===== config.mk =====
export PLATFORM = sky130hd
export DESIGN_NAME = ssr_sticky_status
export DESIGN_NICKNAME = d
export VERILOG_FILES = /design/src/ssr_pkg.sv /design/src/ssr_sticky_status.sv
export SDC_FILE = /design/constraint.sdc
export NUM_CORES = 1
export LEC_CHECK = 0
export BUFFER_PORTS_ARGS = -buffer_cell sky130_fd_sc_hd__buf_2
export CORE_MARGIN = 2
export CORE_UTILIZATION = 30
export CTS_CLUSTER_SIZE = 30
export DETAILED_ROUTE_END_ITERATION = 8
export PLACE_DENSITY = 0.62
export SETUP_SLACK_MARGIN = 0.2
export SLEW_MARGIN = 20
export SYNTH_ARGS = -nofsm -noshare
export SYNTH_HDL_FRONTEND = slang
export SYNTH_SLANG_ARGS = --single-unit

===== constraint.sdc =====
create_clock -name CLK -period 3.3 [get_ports CLK]
set_input_delay 0.99 -clock CLK [delete_from_list [all_inputs] [get_ports CLK]]
set_output_delay 0.99 -clock CLK [all_outputs]
set_load 0.01 [all_outputs]

===== src/ssr_pkg.sv =====
/*
 * Constants of the sticky status register bank: offsets, bit positions,
 * reset values, bus answer codes and stack depth defaults.
 * Assumes a 32-bit AXI4-Lite register bus and one core clock.
 */
`default_nettype none

package ssr_pkg;

	// ************************************************************
	// Register offsets (byte addresses)
	// ************************************************************
	localparam logic [31:0] SSR_OFF_X = 32'h0000_0000;
	localparam logic [31:0] SSR_OFF_Y = 32'h0000_0004;

	// ************************************************************
	// Field positions
	// ************************************************************
	localparam int SSR_ARITH_W       = 10;
	localparam int SSR_BIT_ALU_UNDER = 0;
	localparam int SSR_BIT_ALU_FOVF  = 1;
	localparam int SSR_BIT_ALU_XOVF  = 2;
	localparam int SSR_BIT_ALU_INV   = 5;
	localparam int SSR_BIT_MUL_XOVF  = 6;
	localparam int SSR_BIT_MUL_FOVF  = 7;
	localparam int SSR_BIT_MUL_UNDER = 8;
	localparam int SSR_BIT_MUL_INV   = 9;
	localparam int SSR_BIT_CB1       = 17;
	localparam int SSR_BIT_CB2       = 18;
	localparam int SSR_BIT_IOP       = 19;
	localparam int SSR_BIT_LONG      = 20;
	localparam int SSR_BIT_PC_FULL   = 21;
	localparam int SSR_BIT_PC_EMPTY  = 22;
	localparam int SSR_BIT_SS_OVF    = 23;
	localparam int SSR_BIT_SS_EMPTY  = 24;
	localparam int SSR_BIT_LS_OVF    = 25;
	localparam int SSR_BIT_LS_EMPTY  = 26;
	localparam int SSR_SEQ_W         = 4;

	// ************************************************************
	// Reset values and codes
	// ************************************************************
	localparam logic [9:0]  SSR_ARITH_RST = 10'h000;
	localparam logic [3:0]  SSR_SEQ_RST   = 4'h0;
	localparam logic [31:0] SSR_WORD_ZERO = 32'h0000_0000;
	localparam logic [1:0]  SSR_RESP_OKAY = 2'h0;
	localparam logic [1:0]  SSR_RESP_SLV  = 2'h2;

	// ************************************************************
	// Stack tracking
	// ************************************************************
	localparam int SSR_STK_CNT_W     = 8;
	localparam int SSR_PC_DEPTH_DEF  = 8;
	localparam int SSR_SS_DEPTH_DEF  = 8;
	localparam int SSR_LS_DEPTH_DEF  = 8;
	localparam logic [7:0] SSR_CNT_RST = 8'h00;

	typedef logic [SSR_ARITH_W-1:0] ssr_arith_t;
	typedef logic [SSR_STK_CNT_W-1:0] ssr_cnt_t;

	// ************************************************************
	// Shared set steering and stack depth arithmetic
	// ************************************************************
	function automatic ssr_arith_t arith_set(input logic zero,
		input logic aovf, input logic aflt, input logic ainv,
		input logic movf, input logic mflt, input logic mund,
		input logic minv);
		ssr_arith_t s;
		s = SSR_ARITH_RST;
		s[SSR_BIT_ALU_UNDER] = zero;
		s[SSR_BIT_ALU_FOVF]  = aovf & aflt;
		s[SSR_BIT_ALU_XOVF]  = aovf & ~aflt;
		s[SSR_BIT_ALU_INV]   = ainv;
		s[SSR_BIT_MUL_XOVF]  = movf & ~mflt;
		s[SSR_BIT_MUL_FOVF]  = movf & mflt;
		s[SSR_BIT_MUL_UNDER] = mund;
		s[SSR_BIT_MUL_INV]   = minv;
		arith_set = s;
	endfunction

	// Saturating depth; push at full and pop at empty leave depth unchanged
	function automatic ssr_cnt_t stk_next(input ssr_cnt_t d,
		input logic push, input logic pop, input ssr_cnt_t top);
		stk_next = d;
		if (push && !pop && d != top)
			stk_next = d + SSR_STK_CNT_W'(1);
		else if (pop && !push && d != SSR_CNT_RST)
			stk_next = d - SSR_STK_CNT_W'(1);
	endfunction

endpackage

`default_nettype wire


===== src/ssr_sticky_status.sv =====
/*
 * Sticky status register bank for two processing elements, reached
 * over an AXI4-Lite slave port.
 * Assumes live flags, event pulses and stack push/pop strobes come from
 * logic on the same clock, CLK, with synchronous active-high RST.
 */
// The register offsets and the AXI4-Lite slave port were chosen for this implementation.
// Function
// - Separate register per element; x also shows sequencer stacks, y arithmetic only.
// - A sticky bit stays one after its cause goes away.
// - Latched invalid bit survives a later valid operation until software clears.
// - Bit 0 set whenever the live ALU zero/underflow flag is set.
// - ALU overflow goes to bit 1 for float, bit 2 for fixed.
// - Multiplier overflow goes to bit 6 for fixed, bit 7 for float.
// - Multiplier underflow sets bit 8, multiplier invalid sets bit 9.
// - Bits 0 to 9 stay set until a software write clears them.
// - x bit 17 set on circular overflow of generator one index seven.
// - x bit 18 set on circular overflow of generator two index fifteen.
// - x bit 19 set when the core touches peripheral I/O register space.
// - x bit 20 set on forced long-word access to an odd address.
// - Read-only bit 21 shows PC stack full, not sticky, cleared by pop.
// - Read-only bit 22 shows PC stack empty, one after reset, cleared by push.
// - Read-only bit 23 shows status stack overflow, sticky.
// - Read-only bit 24 shows status stack empty, one after reset.
// - Read-only bit 25 shows loop stacks overflow, sticky.
// - Read-only bit 26 shows loop stacks empty, one after reset.
`timescale 1ns/1ns
`default_nettype none

module ssr_sticky_status #(
	parameter int AXI_ADDR_W     = 4,
	parameter int PC_STACK_DEPTH = ssr_pkg::SSR_PC_DEPTH_DEF,
	parameter int SS_STACK_DEPTH = ssr_pkg::SSR_SS_DEPTH_DEF,
	parameter int LS_STACK_DEPTH = ssr_pkg::SSR_LS_DEPTH_DEF
) (
	input  wire logic                  CLK,
	input  wire logic                  RST,
	input  wire logic [AXI_ADDR_W-1:0] S_AXI_AWADDR,
	input  wire logic                  S_AXI_AWVALID,
	output logic                       S_AXI_AWREADY,
	input  wire logic [31:0]           S_AXI_WDATA,
	input  wire logic [3:0]            S_AXI_WSTRB,
	input  wire logic                  S_AXI_WVALID,
	output logic                       S_AXI_WREADY,
	output logic [1:0]                 S_AXI_BRESP,
	output logic                       S_AXI_BVALID,
	input  wire logic                  S_AXI_BREADY,
	input  wire logic [AXI_ADDR_W-1:0] S_AXI_ARADDR,
	input  wire logic                  S_AXI_ARVALID,
	output logic                       S_AXI_ARREADY,
	output logic [31:0]                S_AXI_RDATA,
	output logic [1:0]                 S_AXI_RRESP,
	output logic                       S_AXI_RVALID,
	input  wire logic                  S_AXI_RREADY,
	input  wire logic [1:0]            ALU_ZERO_LIVE,
	input  wire logic [1:0]            ALU_OVERFLOW_LIVE,
	input  wire logic [1:0]            ALU_FLOAT_OP,
	input  wire logic [1:0]            ALU_INVALID_LIVE,
	input  wire logic [1:0]            MULT_OVERFLOW_LIVE,
	input  wire logic [1:0]            MULT_FLOAT_OP,
	input  wire logic [1:0]            MULT_UNDERFLOW_LIVE,
	input  wire logic [1:0]            MULT_INVALID_LIVE,
	input  wire logic                  CIRCBUF_GEN1_OVERFLOW,
	input  wire logic                  CIRCBUF_GEN2_OVERFLOW,
	input  wire logic                  PERIPHERAL_IO_SPACE_ACCESS,
	input  wire logic                  FORCED_LONG_WORD_ACCESS,
	input  wire logic                  LONG_ADDR_ODD,
	input  wire logic                  PC_PUSH,
	input  wire logic                  PC_POP,
	input  wire logic                  STATUS_PUSH,
	input  wire logic                  STATUS_POP,
	input  wire logic                  LOOP_PUSH,
	input  wire logic                  LOOP_POP
);
	import ssr_pkg::*;
	// ************************************************************
	// Elaboration checks
	// ************************************************************
	if (AXI_ADDR_W < 3 || AXI_ADDR_W > 32)
		$error("AXI_ADDR_W must lie in 3..32");
	if (PC_STACK_DEPTH < 1 || PC_STACK_DEPTH > 255)
		$error("PC_STACK_DEPTH must lie in 1..255");
	if (SS_STACK_DEPTH < 1 || SS_STACK_DEPTH > 255)
		$error("SS_STACK_DEPTH must lie in 1..255");
	if (LS_STACK_DEPTH < 1 || LS_STACK_DEPTH > 255)
		$error("LS_STACK_DEPTH must lie in 1..255");
	localparam ssr_cnt_t pc_top = SSR_STK_CNT_W'(PC_STACK_DEPTH);
	localparam ssr_cnt_t ss_top = SSR_STK_CNT_W'(SS_STACK_DEPTH);
	localparam ssr_cnt_t ls_top = SSR_STK_CNT_W'(LS_STACK_DEPTH);
	// ************************************************************
	// Functions
	// ************************************************************
	// Word-aligned decode; low two address bits ignored
	function automatic logic sel_hit(input logic [AXI_ADDR_W-1:0] a,
		input logic [31:0] off);
		sel_hit = (a[AXI_ADDR_W-1:2] == off[AXI_ADDR_W-1:2]);
	endfunction
	function automatic logic [31:0] lane_mask(input logic [3:0] s);
		lane_mask = {{8{s[3]}}, {8{s[2]}}, {8{s[1]}}, {8{s[0]}}};
	endfunction

	// ************************************************************
	// Declarations
	// ************************************************************
	logic                  awready_reg;
	logic                  wready_reg;
	logic                  aw_held_reg;
	logic                  w_held_reg;
	logic [AXI_ADDR_W-1:0] awaddr_reg;
	logic [31:0]           wdata_reg;
	logic [3:0]            wstrb_reg;
	logic                  bvalid_reg;
	logic [1:0]            bresp_reg;
	logic                  arready_reg;
	logic                  rvalid_reg;
	logic [31:0]           rdata_reg;
	logic [1:0]            rresp_reg;
	logic                  aw_take;
	logic                  w_take;
	logic                  ar_take;
	logic                  do_write;
	logic                  aw_held_next;
	logic                  w_held_next;
	logic                  bvalid_next;
	logic                  rvalid_next;
	logic                  wr_x;
	logic                  wr_y;
	logic [31:0]           clr_word;
	ssr_arith_t            arith_reg [2];
	ssr_arith_t            arith_clr [2];
	ssr_arith_t            arith_hit [2];
	logic [SSR_SEQ_W-1:0]  seq_reg;
	logic [SSR_SEQ_W-1:0]  seq_hit;
	ssr_cnt_t              pc_depth_reg;
	ssr_cnt_t              ss_depth_reg;
	ssr_cnt_t              ls_depth_reg;
	logic                  ss_ovf_reg;
	logic                  ls_ovf_reg;
	logic [31:0]           read_x;
	logic [31:0]           read_y;
	// ************************************************************
	// AXI4-Lite write channel
	// ************************************************************
	assign aw_take  = S_AXI_AWVALID & awready_reg;
	assign w_take   = S_AXI_WVALID & wready_reg;
	assign do_write = aw_held_reg & w_held_reg & ~bvalid_reg;

	always_comb begin
		aw_held_next = aw_held_reg;
		w_held_next  = w_held_reg;
		bvalid_next  = bvalid_reg;
		if (aw_take)
			aw_held_next = 1'b1;
		if (w_take)
			w_held_next = 1'b1;
		if (do_write) begin
			aw_held_next = 1'b0;
			w_held_next  = 1'b0;
			bvalid_next  = 1'b1;
		end else if (bvalid_reg && S_AXI_BREADY) begin
			bvalid_next = 1'b0;
		end
	end

	always_ff @(posedge CLK) begin
		if (RST) begin
			aw_held_reg <= 1'b0;
			w_held_reg  <= 1'b0;
			bvalid_reg  <= 1'b0;
			awready_reg <= 1'b0;
			wready_reg  <= 1'b0;
			bresp_reg   <= SSR_RESP_OKAY;
		end else begin
			aw_held_reg <= aw_held_next;
			w_held_reg  <= w_held_next;
			bvalid_reg  <= bvalid_next;
			awready_reg <= ~aw_held_next & ~bvalid_next;
			wready_reg  <= ~w_held_next & ~bvalid_next;
			if (do_write)
				bresp_reg <= (wr_x | wr_y) ? SSR_RESP_OKAY : SSR_RESP_SLV;
		end
	end

	always_ff @(posedge CLK) begin
		if (RST) begin
			awaddr_reg <= '0;
			wdata_reg  <= SSR_WORD_ZERO;
			wstrb_reg  <= 4'h0;
		end else begin
			if (aw_take)
				awaddr_reg <= S_AXI_AWADDR;
			if (w_take) begin
				wdata_reg <= S_AXI_WDATA;
				wstrb_reg <= S_AXI_WSTRB;
			end
		end
	end

	assign wr_x     = do_write & sel_hit(awaddr_reg, SSR_OFF_X);
	assign wr_y     = do_write & sel_hit(awaddr_reg, SSR_OFF_Y);
	// Writing one clears; zeros and disabled lanes leave bits alone
	assign clr_word = wdata_reg & lane_mask(wstrb_reg);
	// ************************************************************
	// AXI4-Lite read channel
	// ************************************************************
	assign ar_take     = S_AXI_ARVALID & arready_reg;
	assign rvalid_next = ar_take ? 1'b1 :
		((rvalid_reg & S_AXI_RREADY) ? 1'b0 : rvalid_reg);

	always_ff @(posedge CLK) begin
		if (RST) begin
			arready_reg <= 1'b0;
			rvalid_reg  <= 1'b0;
			rdata_reg   <= SSR_WORD_ZERO;
			rresp_reg   <= SSR_RESP_OKAY;
		end else begin
			arready_reg <= ~rvalid_next;
			rvalid_reg  <= rvalid_next;
			if (ar_take) begin
				if (sel_hit(S_AXI_ARADDR, SSR_OFF_X)) begin
					rdata_reg <= read_x;
					rresp_reg <= SSR_RESP_OKAY;
				end else if (sel_hit(S_AXI_ARADDR, SSR_OFF_Y)) begin
					rdata_reg <= read_y;
					rresp_reg <= SSR_RESP_OKAY;
				end else begin
					rdata_reg <= SSR_WORD_ZERO;
					rresp_reg <= SSR_RESP_SLV;
				end
			end
		end
	end

	// ************************************************************
	// Arithmetic sticky bits, one set per element
	// ************************************************************
	always_comb begin
		for (int e = 0; e < 2; e++) begin
			arith_hit[e] = arith_set(ALU_ZERO_LIVE[e],
				ALU_OVERFLOW_LIVE[e], ALU_FLOAT_OP[e],
				ALU_INVALID_LIVE[e], MULT_OVERFLOW_LIVE[e],
				MULT_FLOAT_OP[e], MULT_UNDERFLOW_LIVE[e],
				MULT_INVALID_LIVE[e]);
		end
		arith_clr[0] = wr_x ? clr_word[SSR_ARITH_W-1:0] : SSR_ARITH_RST;
		arith_clr[1] = wr_y ? clr_word[SSR_ARITH_W-1:0] : SSR_ARITH_RST;
	end
	// Set beats clear so an event in the clearing cycle is kept
	always_ff @(posedge CLK) begin
		if (RST) begin
			arith_reg[0] <= SSR_ARITH_RST;
			arith_reg[1] <= SSR_ARITH_RST;
		end else begin
			for (int e = 0; e < 2; e++)
				arith_reg[e] <= (arith_reg[e] & ~arith_clr[e])
					| arith_hit[e];
		end
	end

	// ************************************************************
	// Sequencer and address sticky bits, x element only
	// ************************************************************
	assign seq_hit = {FORCED_LONG_WORD_ACCESS & LONG_ADDR_ODD,
		PERIPHERAL_IO_SPACE_ACCESS,
		CIRCBUF_GEN2_OVERFLOW,
		CIRCBUF_GEN1_OVERFLOW};

	always_ff @(posedge CLK) begin
		if (RST)
			seq_reg <= SSR_SEQ_RST;
		else if (wr_x)
			seq_reg <= (seq_reg & ~clr_word[SSR_BIT_LONG:SSR_BIT_CB1])
				| seq_hit;
		else
			seq_reg <= seq_reg | seq_hit;
	end

	// ************************************************************
	// Stack state tracking
	// ************************************************************
	always_ff @(posedge CLK) begin
		if (RST) begin
			pc_depth_reg <= SSR_CNT_RST;
			ss_depth_reg <= SSR_CNT_RST;
			ls_depth_reg <= SSR_CNT_RST;
		end else begin
			pc_depth_reg <= stk_next(pc_depth_reg, PC_PUSH, PC_POP,
				pc_top);
			ss_depth_reg <= stk_next(ss_depth_reg, STATUS_PUSH,
				STATUS_POP, ss_top);
			ls_depth_reg <= stk_next(ls_depth_reg, LOOP_PUSH, LOOP_POP,
				ls_top);
		end
	end

	// Overflow indications leave only through reset; software cannot clear
	always_ff @(posedge CLK) begin
		if (RST) begin
			ss_ovf_reg <= 1'b0;
			ls_ovf_reg <= 1'b0;
		end else begin
			if (STATUS_PUSH && !STATUS_POP && ss_depth_reg == ss_top)
				ss_ovf_reg <= 1'b1;
			if (LOOP_PUSH && !LOOP_POP && ls_depth_reg == ls_top)
				ls_ovf_reg <= 1'b1;
		end
	end

	// ************************************************************
	// Read views
	// ************************************************************
	always_comb begin
		read_x = SSR_WORD_ZERO;
		read_x[SSR_ARITH_W-1:0] = arith_reg[0];
		read_x[SSR_BIT_LONG:SSR_BIT_CB1] = seq_reg;
		read_x[SSR_BIT_PC_FULL]  = (pc_depth_reg == pc_top);
		read_x[SSR_BIT_PC_EMPTY] = (pc_depth_reg == SSR_CNT_RST);
		read_x[SSR_BIT_SS_OVF]   = ss_ovf_reg;
		read_x[SSR_BIT_SS_EMPTY] = (ss_depth_reg == SSR_CNT_RST);
		read_x[SSR_BIT_LS_OVF]   = ls_ovf_reg;
		read_x[SSR_BIT_LS_EMPTY] = (ls_depth_reg == SSR_CNT_RST);
		read_y = SSR_WORD_ZERO;
		read_y[SSR_ARITH_W-1:0] = arith_reg[1];
	end
	assign S_AXI_AWREADY = awready_reg;
	assign S_AXI_WREADY  = wready_reg;
	assign S_AXI_BVALID  = bvalid_reg;
	assign S_AXI_BRESP   = bresp_reg;
	assign S_AXI_ARREADY = arready_reg;
	assign S_AXI_RVALID  = rvalid_reg;
	assign S_AXI_RDATA   = rdata_reg;
	assign S_AXI_RRESP   = rresp_reg;
endmodule

`default_nettype wire


* Word-level counts from Yosys, hierarchy flattened
Memories as Yosys holds them, arrays and structs flattened.
Cells that the tools add are included.
** Storage, ports and cells
- Bits in registers :: 101
- Memory bits (writable) :: 20
- Memories kept :: 1
** Memory list
- arith_reg :: depth 2, width 10, read ports 2, clocked after Yosys merged registers in 0, write ports 2, line ssr_sticky_status.sv:129 : ssr_arith_t arith_reg [2];
** Cells by class
- Add/sub/neg operators :: 6
- Eq/ne operators :: 8
- Multiplexer cells :: 27
- Bitwise operators :: 42
- Reduce and logical (&&, ||, !) cells :: 32
** Operators by type and width (number)
- two-way mux 10 bit :: 5
- two-way mux 8 bit :: 6
- two-way mux 27 bit :: 1
- adder 8 x 1 -> 8 bit, second input constant :: 3
- equality test 8 x 4 -> 1 bit, second input constant :: 3
- zero test 8 bit :: 3
- != test 8 x 4 -> 1 bit, second input constant :: 3
- nonzero test 8 bit :: 3
- subtractor 8 x 1 -> 8 bit, second input constant :: 3
- AND 21 bit :: 1
- AND 10 bit :: 2
- NOT 10 bit :: 2
- OR 10 bit :: 2
- AND 1 bit :: 19
- logical AND 1 bit :: 15
- two-way mux 1 bit :: 11
- NOT 1 bit :: 9
- OR 4 bit :: 2
- zero test 1 bit :: 6
- two-way mux 2 bit :: 3
- nonzero test 2 bit :: 3
- AND 4 bit :: 1
- equality test 2 x 1 -> 1 bit, second input constant :: 2
- zero test 2 bit :: 2
- other kinds (3) :: 5

* Depth between registers and ports, before layout
- Word-level depth :: 8
- Mapped depth :: 9

* Worst setup path before layout
Ideal clock, no wire load.
- Path kind :: input-to-reg
- From :: input port PC_PUSH
- To :: register pc_depth_reg[6]
- Setup time :: 0.117 ns
- Arrival :: 2.820 ns
- Required time :: 3.183 ns
- Path slack :: 0.363 ns
- Stages :: 9
- Path buffers :: 0
- Cells stage by stage :: inv_1 -> a311oi_1 -> inv_1 -> fa_1 -> a211oi_1 -> o21bai_1 -> a21oi_1 -> xnor2_1 -> a22o_1
** On the way
- Cells in the longest elaborated chain, start to end :: 4
** Ends and longest elaborated chain
- from (decl) :: line ssr_sticky_status.sv:68 : input wire logic PC_PUSH,
- zero test 1 bit :: line ssr_pkg.sv:87 : else if (pop && !push && d != SSR_CNT_RST)
- logical AND 1 bit (2 in series) :: line ssr_pkg.sv:87
- nonzero test 2 bit (no line)
- to (signal assigned) :: line ssr_sticky_status.sv:287 : pc_depth_reg <= stk_next(pc_depth_reg, PC_PUSH, PC_POP,
- to (decl) :: line ssr_sticky_status.sv:134 : ssr_cnt_t pc_depth_reg;
Several ways; a longest one is shown, not always the timed one.
A chain may end at the register's enable or synchronous reset.

* Worst setup path in the final report
- From :: register ls_depth_reg[4]
- To :: register ls_depth_reg[7]
** On the way
- Cells in the longest elaborated chain, start to end :: 3
** Ends and longest elaborated chain
- from (decl) :: line ssr_sticky_status.sv:136 : ssr_cnt_t ls_depth_reg;
- from (signal assigned) :: line ssr_sticky_status.sv:291 : ls_depth_reg <= stk_next(ls_depth_reg, LOOP_PUSH, LOOP_POP,
- subtractor 8 x 1 -> 8 bit (tied with other cells) :: line ssr_pkg.sv:88 : stk_next = d - SSR_STK_CNT_W'(1);
- two-way mux 8 bit (tied with other cells) :: line ssr_pkg.sv:87
- two-way mux 8 bit / nonzero test 2 bit (equally long branches)
Several ways; a longest one is shown, not always the timed one. The select of a mux whose other input is x is not followed.

==> flow_summary.yaml <==
clock_tree:
  worstSkewPairLatency_ns: 0.35
  ctsRootBufferMaster: "clkbuf_16"
  cts_buffer_depth: 2
  cts_resized: 0
  clkSlewWorstSetupHoldPaths_ns: 0.08
  clock_sinks: 98
  hold_buffers: 0
  htreeDepth: 3
  cts_setup_buffers: 0
  numCtsBuffers: 9
  cts_tree: "done"
pwr:
  p_leak_nw: 2.34
  p_per_area_nw_per_um2: 728
  irDropWorstVdd_uv: 287
placed_design:
  globalplace.congestion: 0.772
  dp_hpwl_mm: 7.64
  port_buffers: 81
  pre_cts_ws_ns: 0.171
timing:
  hold_viol: 0
  setup_viol: 0
  clock.fmax_mhz: 354
  slew_headroom_pct: 35.2
  rsz0062_at_grt: "no"
  drv_slew: 0
  worst_slew_pin_slew_ns: 0.967
  skew_ns: 0.0106
  tns_ns: 0
  min_period_over_period_pct: 85.6
  fin_ws_ns: 0.476
  final.min_clock_period_ns: 2.82
detailed_routing:
  highest_layer: "met4"
  dr.pass1.iters: 4
  wl_met1_mm: 5.21
  vias: 3874
  vias_per_cell: 4.67
  drc: 0
  route.met3.wl_um: 497
  drtIter0Drc: 219
  route.met2.wl_mm: 4.58
  antenna_left: 0
  wl_per_cell_um: 12.7
  drt-total-wl_mm: 10.6
global_route:
  grt_max_degree: 82
  antenna_found_initial: 1
  grt-ovfl-total: 0
  grt_pass1_vias: 3538
  grt_usage_pct: 12.9
  grt_pass1_wl_mm: 17.1
synth:
  synth_common_cells: "dfxtp_1 (98), nor2_1 (72), nand2_1 (62), a21oi_1 (59), a22oi_1 (22)"
  synth_cell_types: 60
  yosys_warnings: 0
  synth_top_cell_area_share_pct: 41.7
  ys_ff_latch: 98
  ys_seq_area_share_pct: 41.7
  synth_area_per_cell_um2: 8.82
  synth.most_common_cell: "dfxtp_1"
  synthFlopType: "dfxtp_1"
  synthTopCellsByArea: "dfxtp_1 (42%), a21oi_1 (6.3%), nor2_1 (5.7%)"
  syn_area_um2: 4710
  synth_area_leader_cell: "dfxtp_1"
  synth-async-reset-ratio_pct: 0
  syn_inst: 534
  synth_edf_count: 0
floorplan:
  dieHeight_um: 129
  rows: 45
  die_w_um: 129
  coreArea_um2: 15300
  die_area_um2: 16700
  floorplan.initialDensity_pct: 30.9
  boundaryPins: 119
critical_path:
  r2r_setup_slack_ns: 0.48
  crit_path_end_kind: "register"
  cp.required_ns: 3.50
  critPathMaxFanout: 6
  crit_type: "register to register"
  worstPathArrival_ns: 3.03
  crit_path_start_kind: "register"
flow_run:
  cap_violations: 0
status:
  status: "completed"
layout:
  area_delta_synth_final_pct: 18.4
  fillers: 1613
  final_nets: 711
  drive_gt1_share_pct: 21.4
min_path:
  holdCritPathClass: "register to register"
-- routing by layer --
layer  vias to the layer above  GRT usage, %
met2                        81          19.1
li1                       2024             -
met5                         -             0
met4                         0          6.27
met1                      1751          17.8
met3                        18          2.73
-- final timing paths --
kind,cells after the start,from,end
max,9,ls_depth_reg[4]$_SDFFE_PP0P_,ls_depth_reg[7]$_SDFFE_PP0P_
min,2,arith_reg[0][3]$_SDFF_PP0_,arith_reg[0][3]$_SDFF_PP0_
max reg2reg,9,ls_depth_reg[4]$_SDFFE_PP0P_,ls_depth_reg[7]$_SDFFE_PP0P_
min reg2reg,2,arith_reg[0][3]$_SDFF_PP0_,arith_reg[0][3]$_SDFF_PP0_
-- cells in the final DEF, fill, tap and decap left out, drive strengths merged, types with 4 or more instances in the layout --
cell type and instances:
nor3b 5, buf 87, o21ai 14, inv 8, mux2 10, o21bai 6, a211oi 6, nand2 62
xor2 5, nor3 9, a22o 6, nand3 14, dfxtp 98, nor2 74, a21o 7, nor2b 12
clkbuf 9, ha 18, or4 4, xnor2 11, mux2i 9, a21oi 61, nand2b 6, a22oi 22
clkinv 4, nor4 4, conb 14
-- per-stage QoR --
step | utilization (%) | hold WS [ns] | area, um^2 | power [mW] | std cells
2_1_floorplan | - | 0.420 | 4760 | 2.76 | 547
3_3_place_gp | 34.5 | 0.433 | 5270 | 3.02 | 812
3_5_place_dp | 34.5 | 0.442 | 5270 | 3.02 | 812
4_1_cts | 36.5 | 0.452 | 5570 | 4.10 | 828
5_1_grt | 36.5 | 0.484 | 5570 | 4.37 | 828
6_report | 36.5 | 0.450 | 5570 | 4.06 | 829
-- cell type report --
class / count / area (um^2) / area share, %
multi-input combinational: 411 / 2570 / 46.1
sequential: 98 / 1960 / 35.2
timing repair buffer: 87 / 453 / 8.13
tap: 211 / 264 / 4.74
clock buffer: 9 / 225 / 4.04
clock inverter: 7 / 81.3 / 1.46
inverter: 5 / 18.8 / 0.337
antenna: 1 / 2.50 / 0.0449
-- worst max-delay path, stage by stage (launching register included) --
cell	delay [ns]
dfxtp_1	0.34
or4_1	0.57
o21a_4	0.28
inv_1	0.14
ha_1	0.26
a211oi_1	0.44
o211ai_1	0.17
and3_1	0.21
nor3_1	0.21
nor3b_2	0.06
-- power by group --
group | internal, mW | switching (mW)
Clock | 0.541 | 0.521
Sequential | 1.34 | 0.157
Combinational | 0.719 | 0.775
Total | 2.60 | 1.45
-- kinds of logic (layout without fill, tap and decap cells) --
group	after synthesis	count (layout)	share of synthesized area, %
AO/OA/AOI/OAI	136	136	18.7
XOR/XNOR	16	16	2.98
adder cells (fa/ha/maj)	21	21	6.06
buffers and inverters	38	108	4.84
flip-flops	98	98	41.7
multiplexers	19	19	4.31
other	1	15	0.0796
AND/OR/NAND/NOR	205	205	21.3
Note: power is estimated with default switching activity, not from simulation.
